`src/design/cmc_defines.svh`:
```
`ifndef CMC_DEFINES_SVH
`define CMC_DEFINES_SVH
// ----------------------------------------
// register offsets
// ----------------------------------------
`define CMC_OFF_CTRL_ONE  4'h0
`define CMC_OFF_CTRL_TWO  4'h1
`define CMC_OFF_CFG_TWO   4'h2
`define CMC_OFF_DATA_BIT_COMPARE_COUNT_SET 4'h3
// ----------------------------------------
// field positions
// ----------------------------------------
`define CMC_BIT_IDLE_STOP 13
`define CMC_BIT_ABORT     12
`define CMC_REQ_HI        10
`define CMC_REQ_LO        8
`define CMC_CUR_HI        7
`define CMC_CUR_LO        5
`define CMC_BIT_CAPTURE   3
`define CMC_BIT_WINDOW    0
`define CMC_BIT_WAKE_FILT 14
// ----------------------------------------
// codes and counts
// ----------------------------------------
`define CMC_MODE_NORMAL   3'h0
`define CMC_MODE_DISABLE  3'h1
`define CMC_MODE_LOOPBACK 3'h2
`define CMC_MODE_LISTEN   3'h3
`define CMC_MODE_CONFIG   3'h4
`define CMC_MODE_RSVD5    3'h5
`define CMC_MODE_RSVD6    3'h6
`define CMC_MODE_ALL      3'h7
`define CMC_MODE_RESET    3'h4
`define CMC_IDLE_BITS     11
`define CMC_DATA_BIT_COMPARE_COUNT_MAX     5'h11
`define CMC_BASE_ID_W     11
`define CMC_EXT_ID_W      18
`define CMC_MAX_OVERLOAD  2
`define CMC_WAKE_TAPS     4
`endif

```
`src/design/cmc_pkg.sv`:
```
package cmc_pkg;
  typedef enum logic [1:0] {
    CMC_ST_RUN,
    CMC_ST_WAIT_TX,
    CMC_ST_WAIT_IDLE
  } cmc_state_t;
endpackage

```
`src/design/cmc_mode_control.sv`:
```
`timescale 1ns/1ps
`include "cmc_defines.svh"
// Notes on behaviour
// - frames carry 11-bit base id, extended ones add an 18-bit id
// - a matching remote frame is answered with the data frame
// - overload frame on dominant in interframe space, at most two in a row
// - mode requested in bits 10:8, entered mode reported in bits 7:5
// - mode changes only after 11 consecutive recessive bits
// - configuration mode: no tx or rx, error counters cleared, flags kept
// - locked registers writable only in configuration mode
// - configuration mode waits for the running transmission to end
// - disable mode 001: no tx/rx, counters kept, wake flag, pins released
// - wake filter bit 14 low-pass filters rx input during sleep
// - disable during the 11-bit start wait aborts the pending transmission
// - mode 000 normal: drives tx pin and samples rx pin
// - listen-only 011: passive, tx pin released, no flags or acks
// - listen-all 111: errors ignored, partial messages stored
// - loopback 010: internal tx routed to rx, both pins released
// - 100 is configuration, 101 and 110 reserved, same report coding
// - request and reported fields reset to configuration mode
// - idle-stop bit 13 suspends operation during processor idle
// - abort-all bit 12 set by software, cleared when aborts complete
// - capture-link bit 3 gives a capture event per received message
// - bit 0 selects filter window or buffer window
// - data-bit compare count: 0 off, 17 max, above invalid
// - received messages are error checked then filtered before storing
module cmc_mode_control #(
  parameter int ADDR_W = 4
) (
  input  wire logic              clk,
  input  wire logic              sys_rst,
  input  wire logic [ADDR_W-1:0] reg_addr,
  input  wire logic [15:0]       reg_wdata,
  input  wire logic              reg_wr,
  input  wire logic              reg_rd,
  output logic      [15:0]       reg_rdata,
  input  wire logic              bit_tick,
  input  wire logic              bus_rx_pin,
  output logic                   bus_tx_pin,
  output logic                   bus_tx_oe,
  output logic                   rx_pin_owned,
  input  wire logic              eng_tx_bit,
  output logic                   eng_rx_bit,
  input  wire logic              eng_tx_busy,
  input  wire logic              eng_tx_pending,
  input  wire logic              eng_rx_done,
  input  wire logic              eng_rx_ok,
  input  wire logic              eng_filter_hit,
  input  wire logic              eng_rx_error,
  input  wire logic              eng_remote_match,
  input  wire logic              eng_ifs_dominant,
  input  wire logic              eng_rx_not_ready,
  input  wire logic              eng_all_aborted,
  input  wire logic              cpu_idle,
  input  wire logic              cpu_sleep,
  output logic                   tx_enable,
  output logic                   rx_enable,
  output logic                   send_error_ack,
  output logic                   err_count_clear,
  output logic                   err_count_hold,
  output logic                   ignore_errors,
  output logic                   store_message,
  output logic                   answer_remote,
  output logic                   overload_req,
  output logic                   abort_pending,
  output logic                   tx_aborted_flag,
  output logic                   tx_request_clear,
  output logic                   wake_flag_set,
  output logic                   capture_event,
  output logic                   window_select,
  output logic                   cfg_write_allow,
  output logic      [4:0]        data_bit_compare_count,
  output logic                   data_bit_compare_count_invalid
);

  // ----------------------------------------
  // control fields
  // ----------------------------------------
  logic [2:0]            mode_request;
  logic [2:0]            mode_current;
  logic                  idle_stop;
  logic                  abort_all_tx;
  logic                  rx_capture_link;
  logic                  wake_lowpass_enable;
  logic [3:0]            idle_cnt;
  logic                  bus_idle;
  logic                  start_wait;
  logic                  mode_entry;
  logic [1:0]            ovl_cnt;
  logic [`CMC_WAKE_TAPS-1:0] wake_sr;
  logic                  rx_filt;
  logic                  rx_in;
  logic                  in_cfg;
  logic                  suspended;
  logic                  active;
  cmc_pkg::cmc_state_t   state;

  function automatic logic mode_valid(input logic [2:0] m);
    mode_valid = (m != `CMC_MODE_RSVD5) && (m != `CMC_MODE_RSVD6);
  endfunction

  function automatic logic mode_on_bus(input logic [2:0] m);
    mode_on_bus = (m == `CMC_MODE_NORMAL) || (m == `CMC_MODE_LISTEN) ||
                  (m == `CMC_MODE_ALL);
  endfunction

  assign in_cfg    = (mode_current == `CMC_MODE_CONFIG);
  assign suspended = idle_stop && cpu_idle;
  assign active    = !suspended && !in_cfg &&
                     (mode_current != `CMC_MODE_DISABLE);

  // ----------------------------------------
  // register writes
  // ----------------------------------------
  // config lock
  assign cfg_write_allow = in_cfg;

  always_ff @(posedge clk or posedge sys_rst) begin
    if (sys_rst) begin
      mode_request    <= `CMC_MODE_RESET;
      idle_stop       <= 1'b0;
      rx_capture_link <= 1'b0;
      window_select   <= 1'b0;
    end else if (reg_wr && reg_addr == `CMC_OFF_CTRL_ONE) begin
      mode_request  <= reg_wdata[`CMC_REQ_HI:`CMC_REQ_LO];
      window_select <= reg_wdata[`CMC_BIT_WINDOW];
      if (in_cfg) begin
        idle_stop       <= reg_wdata[`CMC_BIT_IDLE_STOP];
        rx_capture_link <= reg_wdata[`CMC_BIT_CAPTURE];
      end
    end
  end

  always_ff @(posedge clk or posedge sys_rst) begin
    if (sys_rst) begin
      wake_lowpass_enable    <= 1'b0;
      data_bit_compare_count <= 5'h00;
    end else if (reg_wr && in_cfg) begin
      if (reg_addr == `CMC_OFF_CFG_TWO)
        wake_lowpass_enable <= reg_wdata[`CMC_BIT_WAKE_FILT];
      if (reg_addr == `CMC_OFF_DATA_BIT_COMPARE_COUNT_SET)
        data_bit_compare_count <= reg_wdata[4:0];
    end
  end

  assign data_bit_compare_count_invalid = (data_bit_compare_count > `CMC_DATA_BIT_COMPARE_COUNT_MAX);

  always_ff @(posedge clk or posedge sys_rst) begin
    if (sys_rst) begin
      abort_all_tx <= 1'b0;
    end else if (reg_wr && reg_addr == `CMC_OFF_CTRL_ONE &&
                 reg_wdata[`CMC_BIT_ABORT]) begin
      abort_all_tx <= 1'b1;
    end else if (eng_all_aborted) begin
      abort_all_tx <= 1'b0;
    end
  end
  assign abort_pending = abort_all_tx;

  // ----------------------------------------
  // register reads
  // ----------------------------------------
  always_ff @(posedge clk or posedge sys_rst) begin
    if (sys_rst) begin
      reg_rdata <= 16'h0000;
    end else if (reg_rd) begin
      reg_rdata <= 16'h0000;
      case (reg_addr)
        `CMC_OFF_CTRL_ONE: begin
          reg_rdata[`CMC_BIT_IDLE_STOP]        <= idle_stop;
          reg_rdata[`CMC_BIT_ABORT]            <= abort_all_tx;
          reg_rdata[`CMC_REQ_HI:`CMC_REQ_LO]   <= mode_request;
          reg_rdata[`CMC_CUR_HI:`CMC_CUR_LO]   <= mode_current;
          reg_rdata[`CMC_BIT_CAPTURE]          <= rx_capture_link;
          reg_rdata[`CMC_BIT_WINDOW]           <= window_select;
        end
        `CMC_OFF_CTRL_TWO: reg_rdata[4:0] <= data_bit_compare_count;
        `CMC_OFF_CFG_TWO:
          reg_rdata[`CMC_BIT_WAKE_FILT] <= wake_lowpass_enable;
        default: reg_rdata <= 16'h0000;
      endcase
    end else begin
      reg_rdata <= 16'h0000;
    end
  end

  // ----------------------------------------
  // wake filter and bus idle
  // ----------------------------------------
  // low-pass during sleep
  always_ff @(posedge clk or posedge sys_rst) begin
    if (sys_rst) begin
      wake_sr <= '1;
      rx_filt <= 1'b1;
    end else begin
      wake_sr <= {wake_sr[`CMC_WAKE_TAPS-2:0], bus_rx_pin};
      if (&wake_sr)
        rx_filt <= 1'b1;
      else if (~|wake_sr)
        rx_filt <= 1'b0;
    end
  end
  assign rx_in = (wake_lowpass_enable && cpu_sleep) ? rx_filt : bus_rx_pin;

  // wake on bus activity in disable mode
  assign wake_flag_set = (mode_current == `CMC_MODE_DISABLE) && !rx_in;

  always_ff @(posedge clk or posedge sys_rst) begin
    if (sys_rst) begin
      idle_cnt <= 4'h0;
    end else if (mode_entry) begin
      idle_cnt <= 4'h0;
    end else if (bit_tick) begin
      if (!rx_in)
        idle_cnt <= 4'h0;
      else if (idle_cnt != 4'(`CMC_IDLE_BITS))
        idle_cnt <= idle_cnt + 4'h1;
    end
  end
  assign bus_idle = (idle_cnt == 4'(`CMC_IDLE_BITS));
  assign mode_entry = (state == cmc_pkg::CMC_ST_WAIT_IDLE) && bus_idle &&
                      !eng_tx_busy && (mode_request != mode_current) &&
                      mode_valid(mode_request);

  // ----------------------------------------
  // mode sequencer
  // ----------------------------------------
  always_ff @(posedge clk or posedge sys_rst) begin
    if (sys_rst) begin
      state        <= cmc_pkg::CMC_ST_RUN;
      mode_current <= `CMC_MODE_RESET;
    end else begin
      case (state)
        cmc_pkg::CMC_ST_RUN: begin
          if (mode_request != mode_current && mode_valid(mode_request))
            state <= cmc_pkg::CMC_ST_WAIT_TX;
        end
        cmc_pkg::CMC_ST_WAIT_TX: begin
          if (!eng_tx_busy || mode_request != `CMC_MODE_CONFIG)
            state <= cmc_pkg::CMC_ST_WAIT_IDLE;
        end
        cmc_pkg::CMC_ST_WAIT_IDLE: begin
          if (mode_request == mode_current || !mode_valid(mode_request)) begin
            state <= cmc_pkg::CMC_ST_RUN;
          end else if (mode_entry) begin
            mode_current <= mode_request;
            state        <= cmc_pkg::CMC_ST_RUN;
          end
        end
        default: state <= cmc_pkg::CMC_ST_RUN;
      endcase
    end
  end

  always_ff @(posedge clk or posedge sys_rst) begin
    if (sys_rst) begin
      start_wait <= 1'b0;
    end else if (mode_entry) begin
      start_wait <= 1'b1;
    end else if (bus_idle) begin
      start_wait <= 1'b0;
    end
  end

  always_ff @(posedge clk or posedge sys_rst) begin
    if (sys_rst) begin
      tx_aborted_flag  <= 1'b0;
      tx_request_clear <= 1'b0;
    end else begin
      tx_request_clear <= start_wait && eng_tx_pending &&
                          mode_request == `CMC_MODE_DISABLE;
      if (start_wait && eng_tx_pending &&
          mode_request == `CMC_MODE_DISABLE)
        tx_aborted_flag <= 1'b1;
      else if (eng_tx_pending)
        tx_aborted_flag <= 1'b0;
    end
  end

  // ----------------------------------------
  // mode decode
  // ----------------------------------------
  // per-mode controls
  always_comb begin
    tx_enable      = active && (mode_current == `CMC_MODE_NORMAL ||
                     mode_current == `CMC_MODE_LOOPBACK) && !start_wait;
    rx_enable      = active;
    send_error_ack = active && (mode_current == `CMC_MODE_NORMAL ||
                                mode_current == `CMC_MODE_LOOPBACK);
    ignore_errors  = (mode_current == `CMC_MODE_ALL);
    err_count_clear = in_cfg;
    err_count_hold  = !active || (mode_current == `CMC_MODE_LISTEN);
    rx_pin_owned    = active && (mode_current != `CMC_MODE_LOOPBACK);
    bus_tx_oe       = active && (mode_current == `CMC_MODE_NORMAL ||
                                 mode_current == `CMC_MODE_ALL);
    bus_tx_pin      = bus_tx_oe ? eng_tx_bit : 1'b1;
    eng_rx_bit = (mode_current == `CMC_MODE_LOOPBACK) ? eng_tx_bit : rx_in;
  end

  always_ff @(posedge clk or posedge sys_rst) begin
    if (sys_rst) begin
      store_message <= 1'b0;
      capture_event <= 1'b0;
      answer_remote <= 1'b0;
    end else begin
      store_message <= rx_enable && eng_rx_done &&
                       ((eng_rx_ok && eng_filter_hit) ||
                        (ignore_errors && eng_rx_error));
      capture_event <= rx_capture_link && rx_enable && eng_rx_done;
      answer_remote <= tx_enable && eng_remote_match;
    end
  end

  always_ff @(posedge clk or posedge sys_rst) begin
    if (sys_rst) begin
      ovl_cnt      <= 2'h0;
      overload_req <= 1'b0;
    end else begin
      overload_req <= 1'b0;
      if (bus_idle || eng_rx_done) begin
        ovl_cnt <= 2'h0;
      end else if (send_error_ack && bit_tick &&
                   (eng_ifs_dominant || eng_rx_not_ready) &&
                   ovl_cnt < 2'(`CMC_MAX_OVERLOAD)) begin
        ovl_cnt      <= ovl_cnt + 2'h1;
        overload_req <= 1'b1;
      end
    end
  end

  // ----------------------------------------
  // checks
  // ----------------------------------------
  chk_mode_idle: assert property (
    @(posedge clk) disable iff (sys_rst)
    (mode_current != $past(mode_current)) |-> $past(bus_idle))
    else $error("mode changed without idle bus");

  chk_cfg_tx: assert property (
    @(posedge clk) disable iff (sys_rst)
    (mode_current == `CMC_MODE_CONFIG && $past(mode_current) !=
     `CMC_MODE_CONFIG) |-> !$past(eng_tx_busy))
    else $error("config entered during transmission");

  chk_cfg_quiet: assert property (
    @(posedge clk) disable iff (sys_rst)
    in_cfg |-> (!tx_enable && !rx_enable && err_count_clear))
    else $error("config mode not quiet");

  chk_lock_write: assert property (
    @(posedge clk) disable iff (sys_rst)
    (reg_wr && !in_cfg && reg_addr == `CMC_OFF_CFG_TWO) |=>
    $stable(wake_lowpass_enable))
    else $error("locked register changed");

  chk_listen_tx: assert property (
    @(posedge clk) disable iff (sys_rst)
    (mode_current == `CMC_MODE_LISTEN) |-> (!bus_tx_oe && !send_error_ack))
    else $error("listen-only drove bus");

  chk_loop_route: assert property (
    @(posedge clk) disable iff (sys_rst)
    (mode_current == `CMC_MODE_LOOPBACK) |->
    (eng_rx_bit == eng_tx_bit && !bus_tx_oe && !rx_pin_owned))
    else $error("loopback routing wrong");

  chk_no_rsvd: assert property (
    @(posedge clk) disable iff (sys_rst)
    mode_valid(mode_current))
    else $error("reserved mode entered");

  chk_abort_hold: assert property (
    @(posedge clk) disable iff (sys_rst)
    (abort_all_tx && !eng_all_aborted) |=> abort_all_tx)
    else $error("abort bit dropped early");

  chk_capture_off: assert property (
    @(posedge clk) disable iff (sys_rst)
    !$past(rx_capture_link) |-> !capture_event)
    else $error("capture without link bit");

  chk_overload_max: assert property (
    @(posedge clk) disable iff (sys_rst)
    ovl_cnt <= 2'(`CMC_MAX_OVERLOAD))
    else $error("too many overload frames");

endmodule

```
`config.mk`:
```
export PLATFORM = sky130hd
export DESIGN_NAME = cmc_mode_control
export DESIGN_NICKNAME = d
export VERILOG_FILES = /design/src/design/cmc_pkg.sv /design/src/design/cmc_mode_control.sv
export VERILOG_INCLUDE_DIRS = /design/src /design/src/design
export SDC_FILE = /design/constraint.sdc
export NUM_CORES = 1
export LEC_CHECK = 0
export BUFFER_PORTS_ARGS = -buffer_cell sky130_fd_sc_hd__buf_2
export CORE_MARGIN = 1
export CORE_UTILIZATION = 45
export CTS_BUF_LIST = sky130_fd_sc_hd__clkbuf_4
export CTS_CLUSTER_SIZE = 16
export DETAILED_ROUTE_END_ITERATION = 10
export PLACE_DENSITY_LB_ADDON = 0.1
export SYNTH_ARGS = -nofsm -noshare
export SYNTH_HDL_FRONTEND = slang
export SYNTH_SLANG_ARGS = --single-unit
```
`constraint.sdc`:
```
create_clock -name clk -period 2.5 [get_ports clk]
set_input_delay 0.375 -clock clk [delete_from_list [all_inputs] [get_ports clk]]
set_output_delay 0.375 -clock clk [all_outputs]
set_load 0.1 [all_outputs]
```
; Yosys cells after proc, flatten, opt, wreduce, memory -nomap -nowiden
; Index checks and enable logic that the tools add are counted.
[word_totals]
reg_bits = 52
elab_cells = 144
out_inout_bits = 42
[op_classes]
n_eq_ne = 25
n_addsub = 2
n_reduce_logical = 61
magnitude_cmp = 2
n_bitwise = 1
n_mux = 32
[op_table]
columns = operator, n
row1 = $logic_and A1 B1 Y1, 30
row2 = $mux W2, 8
row3 = $mux W4, 4
row4 = $mux W1, 15
row5 = $mux W15, 1
row6 = $reduce_bool A2 Y1, 5
row7 = $ne A3 B2 Y1 const B, 3
row8 = $ne A3 B3 Y1 const B, 3
row9 = $eq A4 B2 Y1 const B, 2
row10 = $logic_or A1 B1 Y1, 8
row11 = $reduce_and A2 Y1, 4
row12 = $logic_not A1 Y1, 7
row13 = $eq A3 B1 Y1 const B, 2
row14 = $eq A3 B2 Y1 const B, 2
row15 = $eq A3 B3 Y1 const B, 2
row16 = $mux W6, 1
row17 = $ne A2 B2 Y1 const B, 3
row18 = $pmux W2 S3, 1
row19 = $reduce_and A3 Y1, 2
row20 = $gt A5 B5 Y1 const B, 1
row21 = $add A4 B1 Y4 const B, 1
row22 = $eq A4 B1 Y1 const B, 1
row23 = $eq A4 B4 Y1 const B, 1
row24 = $logic_not A4 Y1, 1
row25 = other kinds (14), 15

; Logic depth before layout (Yosys ltp)
[depth]
ltp_word = 10
depth_mapped = 6

; Worst setup path after synthesis
; No wires, ideal clock.
[synth_timing]
path_type = reg2out
startpoint = register mode_current[2]
endpoint = output port bus_tx_oe
path_buffers = 1
required_time_ns = 2.125
path_slack_ns = -0.826
arrival_ns = 2.951
path_stages_with_launch = 5
cell_sequence = dfstp_2 > buf_2 > and3_1 > nor2_1 > nor2_1
[synth_between]
word_cells_on_any_way = 9
[synth_rtl]
columns = item, line
row1 = from (decl), cmc_mode_control.sv:80  ; logic [2:0] mode_current;
row2 = from (signal assigned), cmc_mode_control.sv:231  ; mode_current <= `CMC_MODE_RESET;
row3 = from (signal assigned), cmc_mode_control.sv:246  ; mode_current <= mode_request;
row4 = $eq A3 B3 Y1 (no source line), --
row5 = via ignore_errors, cmc_mode_control.sv:61  ; output logic ignore_errors,
row6 = $logic_or A1 B1 Y1 (no source line), --
row7 = $logic_and A1 B1 Y1, cmc_mode_control.sv:294  ; bus_tx_oe = active && (mode_current == `CMC_MODE_NORMAL ||
row8 = to (decl), cmc_mode_control.sv:40  ; output logic bus_tx_oe,
; The timed path passes the listed nets, and every way through them passes these cells.

; Worst setup path after layout
[layout_timing]
startpoint = register mode_current[2]
endpoint = output port err_count_hold
[layout_between]
elab_chain_cells = 6
word_cells_on_any_way = 8
[layout_rtl]
columns = item, line
row1 = $eq A3 B3 Y1 (no source line), --
row2 = $logic_not A1 Y1, cmc_mode_control.sv:109  ; assign active = !suspended && !in_cfg &&
row3 = $logic_and A1 B1 Y1 (2 in a row), cmc_mode_control.sv:109
row4 = $logic_not A1 Y1, cmc_mode_control.sv:292  ; err_count_hold = !active || (mode_current == `CMC_MODE_LISTEN);
row5 = $logic_or A1 B1 Y1 *, cmc_mode_control.sv:292
row6 = to (decl), cmc_mode_control.sv:60  ; output logic err_count_hold,
; Mark *: on every way between the ends. The rest lies on a longest branch, timed or not.

==> summary.txt <==
Syn Std Cell Area - 2260 µm²
Worst Clk Skew - 12.7 ps
ranking of synthesized cells by area - dfrtp_1 (48%), dfstp_2 (8.1%), mux2_2 (5.0%)
Peak Freq - 411 MHz
CTS Root Cell - clkbuf_4
number of global-route vias before repair - 1,614
die width - 72.9 µm
Worst setup EP type - primary output
Tcrit/Tclk final - 97.2%
Rows - 25
top-area cell type share of the netlist area - 47.6%
Hold Vio Cnt, Final - 0
diode count - 0
# hold bufs at CTS - 0
Leak Pwr - 0.00144 µW
Cell variety after synth - 51
dpl cells - 342
layout cells sized above 1 - 41.3%
Starting DRT DRC Count - 87
Final Critical Period - 2430 ps
Post-synth EDFFs - 0
relative slew slack - 61.6%
GRT Total Usage - 19.4%
Die Y - 72.9 µm
I/O pin count - 81
Initial Util - 47.2%
wire length per cell - 13.5 µm
gr ovfl total - 0
Post-synth ARST share - 100%
synthesized instance count - 208
outcome - completed
Startpoint Class - flip-flop
initial antenna violation count - 0
arrival time at the worst endpoint - 2060 ps
core area - 4790 µm²
largest net degree at the start of global routing - 27
FILL cells - 428
ys flop type - dfrtp_1
Clock transition at path regs - 150 ps
register area - 1260 µm²
number of H-tree levels - 2
final setup vio count - 0
Final Net Count - 322
DP HPWL - 3480 µm
vias after detailed routing - 1,794
Avg Cell Area, Syn - 10.9 µm²
VDD IR max - 0.000293 V
crit-path max FO - 11
worst skew pair latency - 380 ps
HP Class - primary input to async pin
area of the multi-input gates - 943 µm²
Max-Cap Viols - 0
PortBufs - 73
DRC Markers - 0
CTS tree - yes
setup TNS - 0 ps
Seq/Total Area, Yosys - 55.8%
PD cells - 604 nW/µm²
Routed WL - 4710 µm
Num CTS Buffers - 5
non-filler cells, final - 350
RePlAce Congestion - 0.861
drt first pass iters - 4
DRT antenna net count - 0
synth warn - 0
CTS Buffer Depth - 2
final slew viol count - 0
post-DR vias/cell - 5.13
die footprint - 5310 µm²
Worst-Margin Slew - 575 ps
crit path kind - flip-flop to primary output
flip-flop and latch count after synthesis - 50
Synth-to-Final Area Change - 22.5%
CTS Sinks - 50
cell taking the most area after synthesis - dfrtp_1
Required @ worst endpoint - 2120 ps
global-route wire length before repair - 7690 µm
final timing paths:
check	start	endpoint	slack, ps	depth (start not counted)
max in group asynchronous	sys_rst	mode_current[2]$_DFFE_PP1P_	1890	3
setup reg to reg	mode_current[2]$_DFFE_PP1P_	data_bit_compare_count[3]$_DFFE_PP0P_	430	4
hold / removal	sys_rst	tx_aborted_flag$_DFFE_PP0P_	9	2
hold reg to reg	wake_sr[1]$_DFF_PP1_	wake_sr[2]$_DFF_PP1_	380	0
min in group clk	bus_rx_pin	wake_sr[0]$_DFF_PP1_	100	1
setup / recovery	mode_current[2]$_DFFE_PP1P_	err_count_hold	70	3
stage by stage:
| step | total power (µW) | instance area, µm² | hold WS (ps) | worst slack, ps | utilization (%) |
|---|---|---|---|---|---|
| 2_1_floorplan | 1220 | 2290 | 354 | -40.3 | - |
| 3_3_place_gp | 1300 | 2710 | 358 | 429 | 56.5 |
| 3_5_place_dp | 1300 | 2710 | 359 | 425 | 56.5 |
| 4_1_cts | 1680 | 2770 | 29.2 | 51.3 | 57.8 |
| 5_1_grt | 1750 | 2770 | 52.8 | -1.09 | 57.8 |
| 6_report | 1670 | 2770 | 8.97 | 69.6 | 57.8 |
sequential cells by signal (all words and copies together), names as in the netlist, 2 cells and up:
register	cells
reg_rdata	14
data_bit_compare_count	5
idle_cnt	4
wake_sr	4
mode_current	3
mode_request	3
ovl_cnt	2
state	2
per-layer routing:
metal	track usage [%]	share of wire, %	routed length (µm)
met1	26.0	46	2160
met3	5.25	8.4	397
met2	29.8	44	2080
met4	7.84	1.4	65
met5	0	0	0
where the power goes:
group | switching, µW | internal (µW)
Sequential | 67.2 | 861
Combinational | 235 | 122
Clock | 274 | 111
Total | 577 | 1090
critical path: stages (launching register included):
cell and delay [ps]:
dfstp_2 670, nor3b_4 400, or3b_2 190, buf_2 420
repair_timing:
item,in CTS,in global routing
endpoints found under the setup margin,0,2
setup buffers,0,0
resized for setup,0,2
endpoints found under the hold margin,0,0
cell usage after synthesis, types with 2 or more instances:
| library cell | count |
|---|---|
| o31a_1 | 2 |
| mux2_2 | 10 |
| and3_1 | 4 |
| o21ai_0 | 8 |
| and2_1 | 13 |
| nand3_1 | 3 |
| inv_1 | 7 |
| dfrtp_1 | 43 |
| a21oi_1 | 7 |
| nor3b_1 | 2 |
| nor2_1 | 18 |
| mux2i_1 | 2 |
| buf_2 | 2 |
| clkbuf_1 | 2 |
| o22ai_1 | 2 |
| nand2_1 | 24 |
| dfstp_2 | 7 |
| nand4_1 | 2 |
| a22oi_1 | 2 |
| nand3b_1 | 3 |
| nand4b_1 | 2 |
| nor3_1 | 6 |
| or3_1 | 3 |
| a22o_1 | 3 |
| nand2b_1 | 3 |
| buf_4 | 3 |
layout by cell type (no fill, tap or decap), types with 3 or more instances in the layout:
cell	count
buf_2	73
dfrtp_1	41
nand2_1	24
nor2_1	14
and2_1	13
mux2_2	10
o21ai_0	8
a21oi_1	7
dfstp_2	7
inv_1	6
nor3_1	5
clkbuf_4	5
nor2_2	4
nand3_1	3
nand3b_1	3
nand2b_1	3
a22o_1	3
or3_1	3
and3_1	3
kinds of logic after synthesis:
kind of cell             Yosys count  share of synthesized area, %
adder cells (fa/ha/maj)            1                         0.554
XOR/XNOR                           2                         0.775
flip-flops                        50                          55.8
other                              1                         0.166
multiplexers                      12                          5.87
AND/OR/NAND/NOR                   93                          23.1
buffers and inverters             16                          3.65
AO/OA/AOI/OAI                     33                          10.1
cell type report:
cell class / instances / area share (%)
Clock buffer: 5 / 1.36
Inverter: 7 / 0.949
Clock inverter: 3 / 0.769
Timing Repair Buffer: 75 / 14.2
Sequential cell: 50 / 45.6
Multi-Input combinational cell: 143 / 34.1
Tap cell: 67 / 3.03
No activity file was read; power rests on OpenSTA's default activity.
